`config.mk`:
```
export PLATFORM = sky130hd
export DESIGN_NAME = mca_core
export DESIGN_NICKNAME = d
export VERILOG_FILES = /design/src/mca_pkg.sv /design/src/mca_core.sv
export SDC_FILE = /design/constraint.sdc
export NUM_CORES = 1
export LEC_CHECK = 0
export ABC_AREA = 1
export BUFFER_PORTS_ARGS = -buffer_cell sky130_fd_sc_hd__buf_4
export CAP_MARGIN = 5
export CORE_MARGIN = 3
export CORE_UTILIZATION = 30
export CTS_CLUSTER_SIZE = 30
export DETAILED_ROUTE_END_ITERATION = 12
export PLACE_DENSITY = 0.45
export SYNTH_ARGS = -nofsm -noshare
export SYNTH_HDL_FRONTEND = slang
export SYNTH_SLANG_ARGS = --single-unit
```
`constraint.sdc`:
```
create_clock -name sys_clk_i -period 3.2 [get_ports sys_clk_i]
set_input_delay 0.64 -clock sys_clk_i [delete_from_list [all_inputs] [get_ports sys_clk_i]]
set_output_delay 0.64 -clock sys_clk_i [all_outputs]
set_load 0.005 [all_outputs]
```
`src/mca_pkg.sv`:
```
// package: constants and carrier types for the alu, bit and skip datapath
package mca_pkg;
  localparam int DATA_W = 8;
  localparam int ADDR_W = 7;
  localparam logic [7:0] ACC_RST = 8'h00;
  localparam logic [6:0] TIMER_COUNT_ADDR = 7'h01;
  localparam logic [6:0] PORT_A_ADDR = 7'h05;
  localparam int NIB_BIT = 4;
  // opcode slices of the 14-bit word
  localparam logic [13:0] OPW_ADD_F = 14'h0700;
  localparam logic [13:0] OPW_AND_F = 14'h0500;
  localparam logic [13:0] MSK_F = 14'h3f00;
  localparam logic [13:0] OPW_BCLR = 14'h1000;
  localparam logic [13:0] OPW_BSET = 14'h1400;
  localparam logic [13:0] OPW_SKZ = 14'h1800;
  localparam logic [13:0] OPW_SKO = 14'h1c00;
  localparam logic [13:0] MSK_B = 14'h3c00;
  localparam logic [13:0] OPW_ADD_L = 14'h3e00;
  localparam logic [13:0] MSK_ADD_L = 14'h3e00;
  localparam logic [13:0] OPW_AND_L = 14'h3900;
  localparam logic [13:0] MSK_AND_L = 14'h3f00;

  typedef struct packed {
    logic [7:0] acc;
    logic carry;
    logic nib_carry;
    logic zero;
    logic [6:0] waddr;
    logic [7:0] wdata;
    logic wen;
    logic pre_clr;
    logic squash;
    logic busy;
    logic [7:0] pin_s1;
    logic [7:0] pin_s2;
  } mca_state_t;

  typedef struct packed {
    logic carry;
    logic nib_carry;
    logic zero;
  } mca_flags_t;
endpackage

```
`src/mca_core.sv`:
```
// datapath for literal/file add and and, bit set/clear and bit skip tests
// Operation
// - port rewrite uses sampled pin levels
// - write to timer count clears assigned prescaler
// - pc change or true test costs two cycles
// - literal add updates acc and carry, nibble, zero
// - file add updates carry, nibble carry, zero
// - destination bit picks acc or file register
// - literal and writes acc, only zero flag
// - file and routes by destination, zero only
// - bit clear zeroes one bit, no flags
// - bit set raises one bit, no flags
// - skip if bit zero squashes next instruction
// - skip if bit one squashes next instruction
`timescale 1ns/1ps
module mca_core (
  input wire logic sys_clk_i,
  input wire logic reset_i,
  input wire logic instr_valid_i,
  input wire logic [13:0] instr_i,
  input wire logic pc_change_i,
  input wire logic [7:0] file_rdata_i,
  input wire logic [7:0] port_a_pins_i,
  input wire logic pre_on_timer_i,
  output logic [7:0] acc_o,
  output mca_pkg::mca_flags_t flags_o,
  output logic [6:0] file_waddr_o,
  output logic [7:0] file_wdata_o,
  output logic file_we_o,
  output logic prescaler_clr_o,
  output logic nop_cycle_o
);
  mca_pkg::mca_state_t st_ff;
  mca_pkg::mca_state_t nxt_st;

  function automatic logic hit(input logic [13:0] w, input logic [13:0] m,
                               input logic [13:0] p);
    hit = (w & m) == p;
  endfunction

  logic [6:0] faddr;
  logic [2:0] bsel;
  logic dsel;
  logic [7:0] fsrc;
  logic [7:0] kval;
  logic [8:0] sum;
  logic [4:0] nsum;
  logic [7:0] addend;
  logic is_addl;
  logic is_andl;
  logic is_addf;
  logic is_andf;
  logic is_bclr;
  logic is_bset;
  logic is_skz;
  logic is_sko;
  logic [7:0] res;
  logic do_exec;

  always_comb begin
    faddr = instr_i[6:0];
    bsel = instr_i[9:7];
    dsel = instr_i[7];
    kval = instr_i[7:0];
    // read-modify-write of the port sees the pins, not the latch
    fsrc = (faddr == mca_pkg::PORT_A_ADDR) ? st_ff.pin_s2
                                           : file_rdata_i;
    do_exec = instr_valid_i && !st_ff.squash && !st_ff.busy;
    is_addl = do_exec && hit(instr_i, mca_pkg::MSK_ADD_L, mca_pkg::OPW_ADD_L);
    is_andl = do_exec && hit(instr_i, mca_pkg::MSK_AND_L, mca_pkg::OPW_AND_L);
    is_addf = do_exec && hit(instr_i, mca_pkg::MSK_F, mca_pkg::OPW_ADD_F);
    is_andf = do_exec && hit(instr_i, mca_pkg::MSK_F, mca_pkg::OPW_AND_F);
    is_bclr = do_exec && hit(instr_i, mca_pkg::MSK_B, mca_pkg::OPW_BCLR);
    is_bset = do_exec && hit(instr_i, mca_pkg::MSK_B, mca_pkg::OPW_BSET);
    is_skz = do_exec && hit(instr_i, mca_pkg::MSK_B, mca_pkg::OPW_SKZ);
    is_sko = do_exec && hit(instr_i, mca_pkg::MSK_B, mca_pkg::OPW_SKO);
    addend = is_addl ? kval : fsrc;
    sum = {1'b0, st_ff.acc} + {1'b0, addend};
    nsum = {1'b0, st_ff.acc[3:0]} + {1'b0, addend[3:0]};
    res = 8'h00;
    if (is_addl || is_addf) begin
      res = sum[7:0];
    end else if (is_andl) begin
      res = st_ff.acc & kval;
    end else if (is_andf) begin
      res = st_ff.acc & fsrc;
    end else if (is_bclr) begin
      res = fsrc & ~(8'h01 << bsel);
    end else if (is_bset) begin
      res = fsrc | (8'h01 << bsel);
    end

    nxt_st = st_ff;
    // pins come from outside: two flops before use
    nxt_st.pin_s1 = port_a_pins_i;
    nxt_st.pin_s2 = st_ff.pin_s1;
    nxt_st.wen = 1'b0;
    nxt_st.pre_clr = 1'b0;
    nxt_st.waddr = faddr;
    nxt_st.wdata = res;
    // one squashed cycle then back to normal issue
    nxt_st.squash = 1'b0;
    nxt_st.busy = 1'b0;
    if (is_addl || is_andl) begin
      nxt_st.acc = res;
    end
    if (is_addf || is_andf) begin
      if (dsel) begin
        nxt_st.wen = 1'b1;
      end else begin
        nxt_st.acc = res;
      end
    end
    if (is_bclr || is_bset) begin
      nxt_st.wen = 1'b1;
    end
    if (is_addl || is_addf) begin
      nxt_st.carry = sum[8];
      nxt_st.nib_carry = nsum[mca_pkg::NIB_BIT];
    end
    if (is_addl || is_addf || is_andl || is_andf) begin
      nxt_st.zero = (res == 8'h00);
    end
    if (nxt_st.wen && faddr == mca_pkg::TIMER_COUNT_ADDR && pre_on_timer_i) begin
      nxt_st.pre_clr = 1'b1;
    end
    if ((is_skz && !fsrc[bsel]) || (is_sko && fsrc[bsel])) begin
      nxt_st.squash = 1'b1;
    end
    // squash marks every no-op cycle so the nop output is one flop
    if (do_exec && pc_change_i) begin
      nxt_st.busy = 1'b1;
      nxt_st.squash = 1'b1;
    end
  end

  always_ff @(posedge sys_clk_i) begin
    if (reset_i) begin
      st_ff <= '0;
      st_ff.acc <= mca_pkg::ACC_RST;
    end else begin
      st_ff <= nxt_st;
    end
  end

  assign acc_o = st_ff.acc;
  assign flags_o = '{carry: st_ff.carry, nib_carry: st_ff.nib_carry,
                     zero: st_ff.zero};
  assign file_waddr_o = st_ff.waddr;
  assign file_wdata_o = st_ff.wdata;
  assign file_we_o = st_ff.wen;
  assign prescaler_clr_o = st_ff.pre_clr;
  assign nop_cycle_o = st_ff.squash;

  skip_nop_a: assert property (
    @(posedge sys_clk_i) disable iff (reset_i)
    (is_skz && !fsrc[bsel]) |=> nop_cycle_o && !file_we_o)
    else $error("skip if zero did not squash");
  skip_keep_a: assert property (
    @(posedge sys_clk_i) disable iff (reset_i)
    (is_skz && fsrc[bsel] && !pc_change_i) |=> !nop_cycle_o && !file_we_o)
    else $error("skip if zero squashed with bit set");
  skip_one_a: assert property (
    @(posedge sys_clk_i) disable iff (reset_i)
    (is_sko && fsrc[bsel]) |=> nop_cycle_o && $stable(flags_o))
    else $error("skip if one did not squash");
  two_cycle_a: assert property (
    @(posedge sys_clk_i) disable iff (reset_i)
    nop_cycle_o |=> !nop_cycle_o)
    else $error("no-op cycle lasted more than one cycle");
  pc_nop_a: assert property (
    @(posedge sys_clk_i) disable iff (reset_i)
    (do_exec && pc_change_i) |=> nop_cycle_o)
    else $error("pc change did not take two cycles");
  nop_idle_a: assert property (
    @(posedge sys_clk_i) disable iff (reset_i)
    nop_cycle_o |=> !file_we_o && $stable(acc_o) && $stable(flags_o))
    else $error("no-op cycle changed state");
  addl_acc_a: assert property (
    @(posedge sys_clk_i) disable iff (reset_i)
    is_addl |=> acc_o == $past(st_ff.acc) + $past(kval))
    else $error("literal add result wrong");
  addl_zero_a: assert property (
    @(posedge sys_clk_i) disable iff (reset_i)
    is_addl |=> flags_o.zero == (acc_o == 8'h00))
    else $error("literal add zero flag wrong");
  add_carry_a: assert property (
    @(posedge sys_clk_i) disable iff (reset_i)
    (is_addf || is_addl) |=> flags_o.carry
      == ({1'b0, $past(st_ff.acc)} + {1'b0, $past(addend)} > 9'h0ff))
    else $error("add carry wrong");
  nib_carry_a: assert property (
    @(posedge sys_clk_i) disable iff (reset_i)
    (is_addf || is_addl) |=> flags_o.nib_carry
      == (5'($past(st_ff.acc[3:0])) + 5'($past(addend[3:0])) > 5'h0f))
    else $error("nibble carry wrong");
  dest_file_a: assert property (
    @(posedge sys_clk_i) disable iff (reset_i)
    ((is_addf || is_andf) && dsel) |=> file_we_o && $stable(acc_o))
    else $error("file destination not honoured");
  dest_acc_a: assert property (
    @(posedge sys_clk_i) disable iff (reset_i)
    ((is_addf || is_andf) && !dsel) |=> !file_we_o
      && acc_o == file_wdata_o)
    else $error("acc destination not honoured");
  andl_flags_a: assert property (
    @(posedge sys_clk_i) disable iff (reset_i)
    is_andl |=> $stable(flags_o.carry) && $stable(flags_o.nib_carry))
    else $error("literal and touched carries");
  andl_acc_a: assert property (
    @(posedge sys_clk_i) disable iff (reset_i)
    is_andl |=> acc_o == ($past(st_ff.acc) & $past(kval)))
    else $error("literal and result wrong");
  andf_zero_a: assert property (
    @(posedge sys_clk_i) disable iff (reset_i)
    is_andf |=> flags_o.zero == (file_wdata_o == 8'h00))
    else $error("file and zero flag wrong");
  bit_clear_a: assert property (
    @(posedge sys_clk_i) disable iff (reset_i)
    is_bclr |=> file_we_o && !file_wdata_o[$past(bsel)]
      && $stable(flags_o))
    else $error("bit clear wrong");
  bit_set_a: assert property (
    @(posedge sys_clk_i) disable iff (reset_i)
    is_bset |=> file_we_o && file_wdata_o[$past(bsel)])
    else $error("bit set wrong");
  bit_keep_a: assert property (
    @(posedge sys_clk_i) disable iff (reset_i)
    is_bset |=> $stable(flags_o) && $stable(acc_o))
    else $error("bit set touched acc or flags");
  port_pins_a: assert property (
    @(posedge sys_clk_i) disable iff (reset_i)
    (is_addf && faddr == mca_pkg::PORT_A_ADDR) |=> file_wdata_o
      == $past(st_ff.acc) + $past(st_ff.pin_s2))
    else $error("port rewrite did not use pins");
  pre_clear_a: assert property (
    @(posedge sys_clk_i) disable iff (reset_i)
    (prescaler_clr_o |-> file_we_o
      && file_waddr_o == mca_pkg::TIMER_COUNT_ADDR))
    else $error("prescaler cleared without timer write");
  pre_set_a: assert property (
    @(posedge sys_clk_i) disable iff (reset_i)
    ((is_addf || is_andf) && dsel && faddr == mca_pkg::TIMER_COUNT_ADDR
      && pre_on_timer_i) |=> prescaler_clr_o)
    else $error("timer write did not clear prescaler");
endmodule

```
==> results.cfg <==
[outcome]
status = finished clean

[logic_synthesis]
synth_ff_type = dfxtp_1
synth_largest_area_cell = dfxtp_1
synth_top_area_share_pct = 31.2
synth_nets = 490
synth_most_common_cell = nand2_1
syn-instance-count = 444
avgSynthCellArea_um2 = 6.65
ys_ff_latch = 46
seq_area_frac_synth_pct = 31.2
synth_area_um2 = 2950
synthTopCellsByCount = 85 x nand2_1, 66 x nor2_1, 55 x inv_1
synth_edf_count = 0
yosys_warnings = 0
async_flop_share_pct = 0
synthDistinctLibCells = 33
synth_area_leaders = dfxtp_1 31%, nand2_1 11%, nand3_1 8.5%

[critical_path]
cp.required_ps = 3440
critPathCaptureType = register
crit_path_start_kind = input port
cpPeakStageDelay_ps = 450
worstPathCellList = buf_4 > inv_2 > nand2_1 > nor2_4 > nand2_4 > nand2_2 > nand2_1 > nand2_1 > o21ai_0 > ha_1 > fa_1 > nand3_1 > nand2_1 > xnor2_1 > nand2_1 > nand2_2 > nand2_1 > nor2_1 > nand3_1 > a21oi_2
cp_max_fo = 9
cp.arrival_ps = 3130
path_class = in -> reg
path_common_cell = nand2_1
crit_path_top_delay_cell = fa_1

[final_layout]
diodes = 0
multi_input_area_um2 = 1550
fill_cells = 1038
layout.cells.non_filler = 620
area_delta_synth_final_pct = 19.1
final_nets = 536
drive_above_1_share_pct = 23.4
seq_area_um2 = 921

[power_and_ir_drop]
p_per_area_nw_per_um2 = 341
finalPower_uw = 1200
p_leak_uw = 0.00185
peakVddDrop_mv = 0.159

[global_routing]
grt.total_usage_pct = 15.9
grt_max_degree = 31
grt_pass1_vias = 2730
grt-ovfl-total = 0
antenna_found_initial = 0
grt_pass1_wl_um = 14100

[route]
num_vias = 2800
drtIter0Drc = 194
first_pass_iters = 4
ant_nets = 0
wl_per_cell_um = 14.1
routed_wl_um = 8710
drc_errors = 0
via_per_inst = 4.52

[clocking]
cts_root_buffer = clkbuf_8
cts_setup_buffers = 0
numCtsBuffers = 5
clock-sinks = 46
ctsResizeCount = 0
clock_latency_ps = 300
ctsHoldBuffers = 0
clkSlewWorstSetupHoldPaths_ps = 90
cts_buffer_depth = 2
htreeDepth = 2
cts_tree = built

[sta]
min_period_over_period_pct = 90.3
grt_setup_unrepaired = no
tightest_slew_ps = 562
period_needed_ps = 2890
fin_setup_tns_ps = 0
fin_worst_skew_ps = 8.74
slew_headroom_pct = 62.5
max_freq_mhz = 346
slew_violations = 0
hold_violations = 0
setup_viol = 0
fin_ws_ps = 311

[placement]
globalplace.congestion = 0.856
dp_worst_setup_slack_ps = 20.7
io_buffers = 63
placed_cells_incl_taps = 612
dp_hpwl_um = 7000

[worst_hold_path]
hold_class = reg -> reg

[flow_run]
maxCapViolations = 0

[die]
io_pins = 64
die_area_um2 = 11100
floorplan.rows = 35
start_util_pct = 31.4
die_x_um = 105
core_um2 = 9420
die_h_um = 105
==> metrics by stage <==
| stage | instance area, um2 | utilization [%] | hold slack, ps |
|---|---|---|---|
| after floorplan | 2950 | - | 388 |
| after global placement | 3430 | 36.4 | 390 |
| after detailed placement | 3430 | 36.4 | 395 |
| after CTS | 3520 | 37.4 | 407 |
| after global routing | 3520 | 37.4 | 426 |
| final | 3520 | 37.4 | 404 |
==> cells by family after synthesis <==
family | after synthesis | synth area share [%]
simple gates | 240 | 37.9
buf+inv | 98 | 16.4
compound gates | 46 | 8.73
flops | 46 | 31.2
fa+ha+maj | 11 | 4.91
xor+xnor | 3 | 0.890
==> area by class of cell <==
cell class | instances | area share (%)
repair buffers | 74 | 15.8
flip-flops and latches | 46 | 26.2
clock inverters | 1 | 0.142
inverters | 63 | 6.79
well taps | 129 | 4.59
clock buffers | 7 | 2.45
multi-input cells | 300 | 44.0
==> power breakdown <==
group          switching [uW]  leakage (uW)  internal (uW)  total (uW)
clock network             204     0.0000482            175         379
registers                9.67      0.000377            592         602
logic                     127       0.00142           92.1         219
==> routing by layer <==
metal	track usage (%)	part of all wire, %	up-vias
met3	2.82	5.5	6
met5	0	0	-
li1	-	-	1474
met2	26.1	45	71
met1	21.4	48	1249
met4	4.22	1.1	0
==> path summary, 6_finish.rpt <==
check	startpoint	end	slack, ps	cells after the start
setup / recovery	instr_i[3]	flags_o[0]	310	20
hold / removal	nxt_st[4]	st_ff[4]	400	2
setup reg to reg	nop_cycle_o	flags_o[0]	520	17
hold reg to reg	nxt_st[4]	st_ff[4]	400	2
==> registers in the layout, summed over array words and instances (netlist names) <==
signal	flops
flags_o	3
file_waddr_o	7
prescaler_clr_o	1
st_ff	9
file_wdata_o	8
file_we_o	1
acc_o	8
nxt_st	8
nop_cycle_o	1
==> layout by cell type, fill, tap and decap left out, types with 2 or more instances in the layout <==
cell / instances
o21ai_1: 2
nor2_4: 3
nand2_4: 2
inv_1: 55
ha_1: 10
nor3_1: 5
xnor2_1: 3
dfxtp_1: 46
buf_4: 74
clkbuf_8: 6
nand2_2: 11
nand3_2: 5
nand2_1: 85
a21oi_1: 19
nand4_1: 9
inv_2: 7
nor2_1: 66
o21ai_0: 20
nand3_1: 50
==> worst max-delay path: cells and delay by family <==
kind / cells / cell delay, ps
adders and majority gates: 2 / 680
AOI/OAI and AO/OA: 2 / 210
xor gates and xnor gates: 1 / 160
buffers and inverters: 2 / 190
and+or+nand+nor: 13 / 1260
Note: power is estimated with default switching activity, not from simulation.
